$ cat src/rtl/awpl_regs.vh
// register map, field positions, reset values and codes of the acpi wake block
// assumes a 32-bit axi4-lite bus with one aligned word per register
`ifndef AWPL_REGS_VH
`define AWPL_REGS_VH

// register indices; byte address is four times the index
`define AWPL_IDX_STATUS        10'h0E3
`define AWPL_IDX_PLCTRL        10'h0E4
`define AWPL_IDX_GPIORST       10'h0E5
`define AWPL_IDX_MISC          10'h0E6
`define AWPL_ADDR_W            12

// reset values
`define AWPL_RST_STATUS        8'h08
`define AWPL_RST_PLCTRL        8'h00
`define AWPL_RST_GPIORST       8'h00
`define AWPL_RST_MISC          8'h1C

// wake_event_status fields
`define AWPL_ST_PLOSS          4
`define AWPL_ST_THERM          3
`define AWPL_ST_PSW            2
`define AWPL_ST_MOUSE          1
`define AWPL_ST_KBD            0

// power_loss_wake_control fields
`define AWPL_PL_EN             7
`define AWPL_PL_POL_HI         6
`define AWPL_PL_POL_LO         5
`define AWPL_PL_KBD_ANY        3
`define AWPL_PL_HUNT           2

// gpio_reset_source_select fields
`define AWPL_GR_BLK_HI         7
`define AWPL_GR_BLK_LO         3
`define AWPL_GR_UPPER_RSM      2

// misc_wake_case_control fields
`define AWPL_MC_MSEL_C         7
`define AWPL_MC_CASE_CLR       5
`define AWPL_MC_LAST_OFF       4
`define AWPL_MC_KEEP_HI        3
`define AWPL_MC_KEEP_LO        1

// recovery policy codes
`define AWPL_POL_OFF           2'h0
`define AWPL_POL_ON            2'h1
`define AWPL_POL_PREV          2'h2
`define AWPL_POL_FLAG          2'h3

// axi responses
`define AWPL_RESP_OKAY         2'h0
`define AWPL_RESP_SLVERR       2'h2

`endif

$ cat src/rtl/awpl_wake_regs.v
// acpi wake and power-loss register bank behind an axi4-lite slave
// assumes event and strap pins are asynchronous; axi is on CORE_CLK
`timescale 1ns/1ps
`default_nettype none
`include "awpl_regs.vh"

module awpl_wake_regs
(
   input  wire                       CORE_CLK,
   input  wire                       RST_N,
   // axi4-lite slave
   input  wire [`AWPL_ADDR_W-1:0]    S_AXI_AWADDR,
   input  wire [2:0]                 S_AXI_AWPROT,
   input  wire                       S_AXI_AWVALID,
   output wire                       S_AXI_AWREADY,
   input  wire [31:0]                S_AXI_WDATA,
   input  wire [3:0]                 S_AXI_WSTRB,
   input  wire                       S_AXI_WVALID,
   output wire                       S_AXI_WREADY,
   output reg  [1:0]                 S_AXI_BRESP,
   output reg                        S_AXI_BVALID,
   input  wire                       S_AXI_BREADY,
   input  wire [`AWPL_ADDR_W-1:0]    S_AXI_ARADDR,
   input  wire [2:0]                 S_AXI_ARPROT,
   input  wire                       S_AXI_ARVALID,
   output wire                       S_AXI_ARREADY,
   output reg  [31:0]                S_AXI_RDATA,
   output reg  [1:0]                 S_AXI_RRESP,
   output reg                        S_AXI_RVALID,
   input  wire                       S_AXI_RREADY,
   // asynchronous inputs
   input  wire                       BUS_RST_N,
   input  wire                       THERMAL_SHUTDOWN,
   input  wire                       POWER_SWITCH_INPUT,
   input  wire                       MOUSE_WAKE,
   input  wire                       KEYBOARD_WAKE,
   input  wire                       STANDBY_RETURN,
   input  wire                       POWER_FAIL,
   input  wire                       SYS_POWER_ON,
   // outputs
   output reg                        WAKE_REQUEST,
   output reg                        RECOVERY_POWER_ON,
   output reg                        CHASSIS_INTRUSION_CLEAR,
   output reg                        KBD_WAKE_ANY_KEY,
   output reg                        MOUSE_WAKE_SELECT_C,
   output reg  [4:0]                 GPIO_BUS_RESET_BLOCK,
   output reg                        GPIO2_UPPER_PINS_RSM_SEL
);

   localparam NSYNC = 8;

   // pin order in the synchroniser vector
   localparam P_BUSRST = 0;
   localparam P_THERM  = 1;
   localparam P_PSW    = 2;
   localparam P_MOUSE  = 3;
   localparam P_KBD    = 4;
   localparam P_SBRET  = 5;
   localparam P_PFAIL  = 6;
   localparam P_SYSON  = 7;

   // write channel states, one-hot
   localparam W_IDLE = 2'b01;
   localparam W_RESP = 2'b10;

   reg  [NSYNC-1:0]         sync_a;
   reg  [NSYNC-1:0]         sync_b;
   reg  [NSYNC-1:0]         sync_d;
   wire [NSYNC-1:0]         rise;

   reg  [7:0]               status;
   reg  [7:0]               plctrl;
   reg  [7:0]               gpiorst;
   reg  [7:0]               misc;
   reg                      prev_on;

   reg  [1:0]               wstate;
   reg                      aw_held;
   reg                      w_held;
   reg  [`AWPL_ADDR_W-1:0]  aw_addr;
   reg  [7:0]               w_byte;
   reg                      w_lane;

   wire                     aw_fire;
   wire                     w_fire;
   wire                     ar_fire;
   wire                     wr_go;
   wire [`AWPL_ADDR_W-1:0]  wr_addr;
   wire [7:0]               wr_data;
   wire                     wr_lane;
   wire                     bus_reset;

   reg  [7:0]               clr_mask;
   reg  [7:0]               set_mask;
   reg  [7:0]               next_status;
   reg  [7:0]               rd_byte;
   reg                      rd_hit;
   reg                      wr_hit;
   reg                      next_power_on;
   wire                     wake_any;

   // two flip-flops before any logic sees a pin
   always @(posedge CORE_CLK)
   begin
      if (!RST_N)
      begin
         sync_a <= 8'h01;
         sync_b <= 8'h01;
         sync_d <= 8'h01;
      end
      else
      begin
         sync_a <= {SYS_POWER_ON, POWER_FAIL, STANDBY_RETURN, KEYBOARD_WAKE,
                    MOUSE_WAKE, POWER_SWITCH_INPUT, THERMAL_SHUTDOWN, BUS_RST_N};
         sync_b <= sync_a;
         sync_d <= sync_b;
      end
   end

   assign rise = sync_b & ~sync_d;

   // bus reset acts on its asserted level, resetting only the bus-powered bits
   assign bus_reset = ~sync_b[P_BUSRST];

   assign wake_any = rise[P_PSW] | rise[P_MOUSE] | rise[P_KBD];

   // ---------------- axi write channel ----------------
   // a single write in flight keeps decode simple; ready drops while answering
   assign aw_fire       = S_AXI_AWVALID & S_AXI_AWREADY;
   assign w_fire        = S_AXI_WVALID & S_AXI_WREADY;
   assign S_AXI_AWREADY = wstate[0] & ~aw_held;
   assign S_AXI_WREADY  = wstate[0] & ~w_held;

   assign wr_go   = wstate[0] & (aw_held | aw_fire) & (w_held | w_fire);
   assign wr_addr = aw_held ? aw_addr : S_AXI_AWADDR;
   assign wr_data = w_held ? w_byte : S_AXI_WDATA[7:0];
   assign wr_lane = w_held ? w_lane : S_AXI_WSTRB[0];

   always @(posedge CORE_CLK)
   begin
      if (!RST_N)
      begin
         wstate       <= W_IDLE;
         aw_held      <= 1'b0;
         w_held       <= 1'b0;
         aw_addr      <= {`AWPL_ADDR_W{1'b0}};
         w_byte       <= 8'h00;
         w_lane       <= 1'b0;
         S_AXI_BVALID <= 1'b0;
         S_AXI_BRESP  <= `AWPL_RESP_OKAY;
      end
      else
      begin
         case (wstate)
            W_IDLE:
            begin
               if (wr_go)
               begin
                  aw_held      <= 1'b0;
                  w_held       <= 1'b0;
                  S_AXI_BVALID <= 1'b1;
                  S_AXI_BRESP  <= wr_hit ? `AWPL_RESP_OKAY : `AWPL_RESP_SLVERR;
                  wstate       <= W_RESP;
               end
               else
               begin
                  if (aw_fire)
                  begin
                     aw_held <= 1'b1;
                     aw_addr <= S_AXI_AWADDR;
                  end
                  if (w_fire)
                  begin
                     w_held <= 1'b1;
                     w_byte <= S_AXI_WDATA[7:0];
                     w_lane <= S_AXI_WSTRB[0];
                  end
               end
            end
            W_RESP:
            begin
               if (S_AXI_BREADY)
               begin
                  S_AXI_BVALID <= 1'b0;
                  wstate       <= W_IDLE;
               end
            end
            default:
            begin
               wstate <= W_IDLE;
            end
         endcase
      end
   end

   // write address decode
   always @*
   begin
      wr_hit = 1'b0;
      if (wr_addr == {`AWPL_IDX_STATUS, 2'b00})
         wr_hit = 1'b1;
      else if (wr_addr == {`AWPL_IDX_PLCTRL, 2'b00})
         wr_hit = 1'b1;
      else if (wr_addr == {`AWPL_IDX_GPIORST, 2'b00})
         wr_hit = 1'b1;
      else if (wr_addr == {`AWPL_IDX_MISC, 2'b00})
         wr_hit = 1'b1;
   end

   // ---------------- axi read channel ----------------
   assign S_AXI_ARREADY = ~S_AXI_RVALID;
   assign ar_fire       = S_AXI_ARVALID & S_AXI_ARREADY;

   always @*
   begin
      rd_byte = 8'h00;
      rd_hit  = 1'b1;
      if (S_AXI_ARADDR == {`AWPL_IDX_STATUS, 2'b00})
      begin
         rd_byte = status;
         if (!plctrl[`AWPL_PL_EN])
            rd_byte[`AWPL_ST_PLOSS] = 1'b0;
      end
      else if (S_AXI_ARADDR == {`AWPL_IDX_PLCTRL, 2'b00})
         rd_byte = plctrl;
      else if (S_AXI_ARADDR == {`AWPL_IDX_GPIORST, 2'b00})
         rd_byte = gpiorst;
      else if (S_AXI_ARADDR == {`AWPL_IDX_MISC, 2'b00})
         rd_byte = misc;
      else
         rd_hit = 1'b0;
   end

   always @(posedge CORE_CLK)
   begin
      if (!RST_N)
      begin
         S_AXI_RVALID <= 1'b0;
         S_AXI_RDATA  <= 32'h00000000;
         S_AXI_RRESP  <= `AWPL_RESP_OKAY;
      end
      else if (ar_fire)
      begin
         S_AXI_RVALID <= 1'b1;
         S_AXI_RDATA  <= {24'h000000, rd_byte};
         S_AXI_RRESP  <= rd_hit ? `AWPL_RESP_OKAY : `AWPL_RESP_SLVERR;
      end
      else if (S_AXI_RREADY)
      begin
         S_AXI_RVALID <= 1'b0;
      end
   end

   // ---------------- event status ----------------
   always @*
   begin
      clr_mask = 8'h00;
      if (ar_fire && S_AXI_ARADDR == {`AWPL_IDX_STATUS, 2'b00})
         clr_mask = 8'h1F;
      set_mask = 8'h00;
      set_mask[`AWPL_ST_THERM] = rise[P_THERM];
      set_mask[`AWPL_ST_PSW]   = rise[P_PSW];
      set_mask[`AWPL_ST_MOUSE] = rise[P_MOUSE];
      set_mask[`AWPL_ST_KBD]   = rise[P_KBD];
      next_status = (status & ~clr_mask) | set_mask;
      // power-loss outcome: 0 when power came back on, 1 when left off
      if (rise[P_SBRET] && plctrl[`AWPL_PL_EN])
         next_status[`AWPL_ST_PLOSS] = ~next_power_on;
      next_status[7:5] = 3'b000;
   end

   // recovery decision on return of standby power
   always @*
   begin
      case (plctrl[`AWPL_PL_POL_HI:`AWPL_PL_POL_LO])
         `AWPL_POL_OFF:  next_power_on = 1'b0;
         `AWPL_POL_ON:   next_power_on = 1'b1;
         `AWPL_POL_PREV: next_power_on = prev_on;
         default:        next_power_on = ~misc[`AWPL_MC_LAST_OFF];
      endcase
   end

   always @(posedge CORE_CLK)
   begin
      if (!RST_N)
      begin
         status            <= `AWPL_RST_STATUS;
         prev_on           <= 1'b0;
         RECOVERY_POWER_ON <= 1'b0;
         WAKE_REQUEST      <= 1'b0;
      end
      else
      begin
         status <= next_status;
         // the pre-loss state freezes once power has failed
         if (!sync_b[P_PFAIL])
            prev_on <= sync_b[P_SYSON];
         RECOVERY_POWER_ON <= rise[P_SBRET] & plctrl[`AWPL_PL_EN] & next_power_on;
         WAKE_REQUEST      <= wake_any & plctrl[`AWPL_PL_HUNT];
      end
   end

   // ---------------- control registers ----------------
   // battery bits survive the bus reset; only keyboard option and hunting follow it
   always @(posedge CORE_CLK)
   begin
      if (!RST_N)
      begin
         plctrl    <= `AWPL_RST_PLCTRL;
         gpiorst   <= `AWPL_RST_GPIORST;
         misc      <= `AWPL_RST_MISC;
      end
      else
      begin
         if (wr_go && wr_lane && wr_addr == {`AWPL_IDX_PLCTRL, 2'b00})
         begin
            plctrl[7:5] <= wr_data[7:5];
            plctrl[3:2] <= wr_data[3:2];
         end
         else if (wr_go && wr_lane && wr_addr == {`AWPL_IDX_GPIORST, 2'b00})
         begin
            gpiorst[7:2] <= wr_data[7:2];
         end
         else if (wr_go && wr_lane && wr_addr == {`AWPL_IDX_MISC, 2'b00})
         begin
            misc[`AWPL_MC_MSEL_C]   <= wr_data[`AWPL_MC_MSEL_C];
            misc[`AWPL_MC_LAST_OFF] <= wr_data[`AWPL_MC_LAST_OFF];
            misc[`AWPL_MC_KEEP_HI:`AWPL_MC_KEEP_LO] <=
               wr_data[`AWPL_MC_KEEP_HI:`AWPL_MC_KEEP_LO];
         end
         // a captured wake disarms hunting even against a same-cycle write
         if (wake_any)
            plctrl[`AWPL_PL_HUNT] <= 1'b0;
         if (bus_reset)
         begin
            plctrl[`AWPL_PL_KBD_ANY] <= 1'b0;
            plctrl[`AWPL_PL_HUNT]    <= 1'b0;
         end
      end
   end

   // clear strobe reads back as zero; it only lives as a one-cycle pulse
   always @(posedge CORE_CLK)
   begin
      if (!RST_N)
         CHASSIS_INTRUSION_CLEAR <= 1'b0;
      else
         CHASSIS_INTRUSION_CLEAR <= wr_go & wr_lane
                                    & (wr_addr == {`AWPL_IDX_MISC, 2'b00})
                                    & wr_data[`AWPL_MC_CASE_CLR];
   end

   // ---------------- outputs to the rest of the chip ----------------
   always @(posedge CORE_CLK)
   begin
      if (!RST_N)
      begin
         KBD_WAKE_ANY_KEY         <= 1'b0;
         MOUSE_WAKE_SELECT_C      <= 1'b0;
         GPIO_BUS_RESET_BLOCK     <= 5'h00;
         GPIO2_UPPER_PINS_RSM_SEL <= 1'b0;
      end
      else
      begin
         KBD_WAKE_ANY_KEY         <= plctrl[`AWPL_PL_KBD_ANY];
         MOUSE_WAKE_SELECT_C      <= misc[`AWPL_MC_MSEL_C];
         GPIO_BUS_RESET_BLOCK     <= gpiorst[`AWPL_GR_BLK_HI:`AWPL_GR_BLK_LO];
         GPIO2_UPPER_PINS_RSM_SEL <= gpiorst[`AWPL_GR_UPPER_RSM];
      end
   end

endmodule
`default_nettype wire

$ cat config.mk
export PLATFORM = sky130hd
export DESIGN_NAME = awpl_wake_regs
export DESIGN_NICKNAME = d
export VERILOG_FILES = /design/src/rtl/awpl_wake_regs.v
export VERILOG_INCLUDE_DIRS = /design/src /design/src/rtl
export SDC_FILE = /design/constraint.sdc
export NUM_CORES = 1
export LEC_CHECK = 0
export BUFFER_PORTS_ARGS = -buffer_cell sky130_fd_sc_hd__buf_2
export CELL_PAD_IN_SITES_DETAIL_PLACEMENT = 0
export CELL_PAD_IN_SITES_GLOBAL_PLACEMENT = 1
export CORE_ASPECT_RATIO = 0.6
export CORE_MARGIN = 4
export CORE_UTILIZATION = 39
export DETAILED_ROUTE_END_ITERATION = 12
export GPL_ROUTABILITY_DRIVEN = 0
export MAX_ROUTING_LAYER = met4
export PLACE_DENSITY_LB_ADDON = 0.1
export SLEW_MARGIN = 20
export SYNTH_ARGS = -nofsm -noshare
export SYNTH_HDL_FRONTEND = slang
export SYNTH_SLANG_ARGS = --single-unit
$ cat constraint.sdc
create_clock -name CORE_CLK -period 5.15 [get_ports CORE_CLK]
set_input_delay 1.545 -clock CORE_CLK [delete_from_list [all_inputs] [get_ports CORE_CLK]]
set_output_delay 1.545 -clock CORE_CLK [all_outputs]
set_load 0.02 [all_outputs]
==> impl_results.md <==
* CTS Root Cell: clkbuf_16
* Final antenna-violating net count at 0
* Internal power at 1.20 mW
* Synth area leaders: dfxtp_1, mux2i_1, buf_4
* Adder-Cell Fraction of Synth Area at 0%
* Post-synth cell types at 56
* Compound-cell area share of the yosys netlist at between 10 and 15%
* Grt ovf at 0
* Mapped cell area at between 3000 and 4000 um2
* Filler cell count at 934
* Crit path kind: input port to register
* DRC Markers at 0
* Port bufs at between 70 and 80
* Worst hold start: sync_a[0]$_SDFF_PN1_
* Critical path endpoint category: register
* Final hold violations at 0
* Count leader, synth: dfxtp_1
* Warnings from Yosys at 0
* Synth Register Bits at 90
* Post-synth EDFFs at 0
* Area delta synth->final at 18.2%
* Wire per inst at ~14 um
* Pleak at 1.92 nW
* Setup Slack @ Placement at 1620 ps
* Total GRT Usage at approximately 16%
* Worst-Skew Late Latency at approximately 340 ps
* CORE AREA at between 9000 and 10000 um2
* Die height at ~84 um
* Top Ports at 133
* CTS max path bufs at 2
* TritonCTS clock tree: built
* Post-synthesis mux area share at 10.4%
* Post-route insts no fill at around 600
* Syn Area/Cell at about 9.4 um2
* Min Hold Slack at just over 400 ps
* FMAX at approximately 310 MHz
* Worst path arrival time at about 3400 ps
* Outcome: finished clean
* HP Class: register to register
* Combinational Power Share at 10.2%
* Max VDD drop at roughly 150 uV
* Yosys top cell area share at about half
* First-pass detailed-route iteration total at 4
* DP Cell Count at 583
* Post-route setup slack at ~2000 ps
* Power Density at about 360 nW/um2
* Max cap viols at 0
* Cell type with the largest total area after synthesis: dfxtp_1
* Xor/xnor share of the synthesized area at less than 1%
* Top FF cell, synth: dfxtp_1
* Cells after Synth at approximately 400
* 1st-iter DRT viols at roughly 160
* Reg-to-reg setup timing slack at between 2000 and 3000 ps
* Final nets at between 500 and 600
* Final Setup Violations at 0
* Area of the multi-input gates at between 1500 and 2000 um2
* Simple-Gate Fraction of Synth Area at 21.6%
* Full die area at between 10000 and 15000 um2
* Largest net degree at the start of global routing at 52
* Largest family of logic cells by synthesized area: simple AND/OR/NAND/NOR gates
* Diodes inserted at 0
* Worst Tran Pin Value at ~660 ps
* Switch Pwr at between 0.3 and 0.4 mW
* H-tree depth at 3
* Proportion of power drawn by the clock network at between 40 and 50%
* Crit path launch: S_AXI_AWADDR[0]
* First-pass GRT wire length at about 14000 um
* Setup TNS Final at 0 ps
* Die width at ~130 um
* Critical R2R Launch: w_held$_SDFFE_PN0P_
* Clock sink count at 90
* Max_slew headroom at a little under three fifths
* RSZ-0062 raised after global routing: false
* Hold buffer count at cts at 0
* Final Cycle Share at ~62%
* Share of cells above drive strength 1 at 22.7%
* Total design power at 1.58 mW
* Slew Limit Fails at 0
* Via count at just under 3000
* Setup crit start kind: input port
* Vias per cell at 4.84
* Clk_skew at slightly above 5 ps
* Resized cells post-CTS at 0
* Seq/Total Area, Yosys at 48.1%
* Final WL at 8340 um
* Antenna violations before repair at 0
* FFs w/ async S/R, synth at 0%
* FF/Latch Area at approximately 1800 um2
* Postcts setup bufs at 0
* Worst EP required at ~5400 ps
* Min Clock Period, post-route at approximately 3200 ps
* Hpwl dp at roughly 6200 um
* Initial core utilization at 40.4%
* Cts bufs inserted at 9
* Sequential power share at roughly 47%
* Synth cell count leaders: dfxtp_1, nand2_1, mux2i_1, buf_4, nor2_1
* Switching Fraction at a little under a quarter
* FP Rows at 27
* Critical path fanouts, max at 6
* Clock transition at the registers of the reported paths at around 60 ps
* Vias in the first global route at between 2000 and 3000
==> logic make-up after synthesis <==
| family | Yosys count |
|---|---|
| other | 1 |
| AOI/OAI and AO/OA | 59 |
| muxes | 37 |
| buffers and inverters | 59 |
| xor gates and xnor gates | 3 |
| and+or+nand+nor | 149 |
| DFF | 90 |
==> per-layer routing <==
metal | vias up | GRT usage (%) | wire (um)
met5 | - | - | 0
met4 | 0 | 3.60 | 77
met3 | 8 | 4.94 | 516
met2 | 78 | 20.1 | 3290
met1 | 1355 | 23.2 | 4460
li1 | 1451 | - | -
==> layout make-up <==
cell class / instances / area share (%)
clock buffer: 9 / 5.09
clock inverter: 5 / 1.84
inverter: 13 / 1.10
multi-input combinational: 274 / 38.7
sequential: 90 / 40.7
tap: 130 / 3.68
timing repair buffer: 76 / 8.83
==> flip-flops by register name (all words and copies together), names as in the netlist, 2 cells and up <==
name	count
GPIO_BUS_RESET_BLOCK	5
S_AXI_RDATA	8
aw_addr	12
gpiorst	6
misc	5
plctrl	5
status	5
sync_a	8
sync_b	8
sync_d	5
w_byte	7
wstate	2
==> placed cells by master (no fill, tap or decap), types with 3 or more instances in the layout <==
master,instances
nor2_1,25
a32oi_1,5
nor3b_1,3
inv_1,13
buf_4,4
o21ai_0,7
conb_1,26
a31oi_1,4
nand3b_1,4
nand3_1,16
mux2_2,6
nand4_1,3
clkbuf_16,9
nor2b_1,4
dfxtp_1,90
mux2i_1,29
a21oi_1,23
nand2b_1,10
nand2_1,42
buf_2,72
and2_1,22
==> power by group through the flow <==
| stage | clock network [mW] | registers (mW) | logic [mW] |
|---|---|---|---|
| finish | 0.677 | 0.739 | 0.161 |
| global route | 0.729 | 0.742 | 0.179 |
| CTS | 0.694 | 0.739 | 0.162 |
| detailed placement | 0 | 0.754 | 0.162 |
| global placement | 0 | 0.753 | 0.160 |
| floorplan | 0 | 0.750 | 0.127 |
==> through the flow <==
step	area, um2	utilization, %
final	4420	47.8
after global routing	4420	47.8
after CTS	4420	47.8
after detailed placement	4120	44.5
after global placement	4120	44.5
after floorplan	3840	-
==> worst max-delay path, cell delays in order <==
cell and delay, ps:
buf_2 100, or4_1 540, o22a_1 240, nor4b_4 630, mux2_4 350
==> path summary, 6_finish.rpt <==
check                             to  cells past startpoint
max          gpiorst[3]$_SDFFE_PN0P_                      5
min             sync_b[0]$_SDFF_PN1_                      1
max reg2reg  gpiorst[3]$_SDFFE_PN0P_                      4
min reg2reg     sync_b[0]$_SDFF_PN1_                      1
Note: power is estimated with default switching activity, not from simulation.
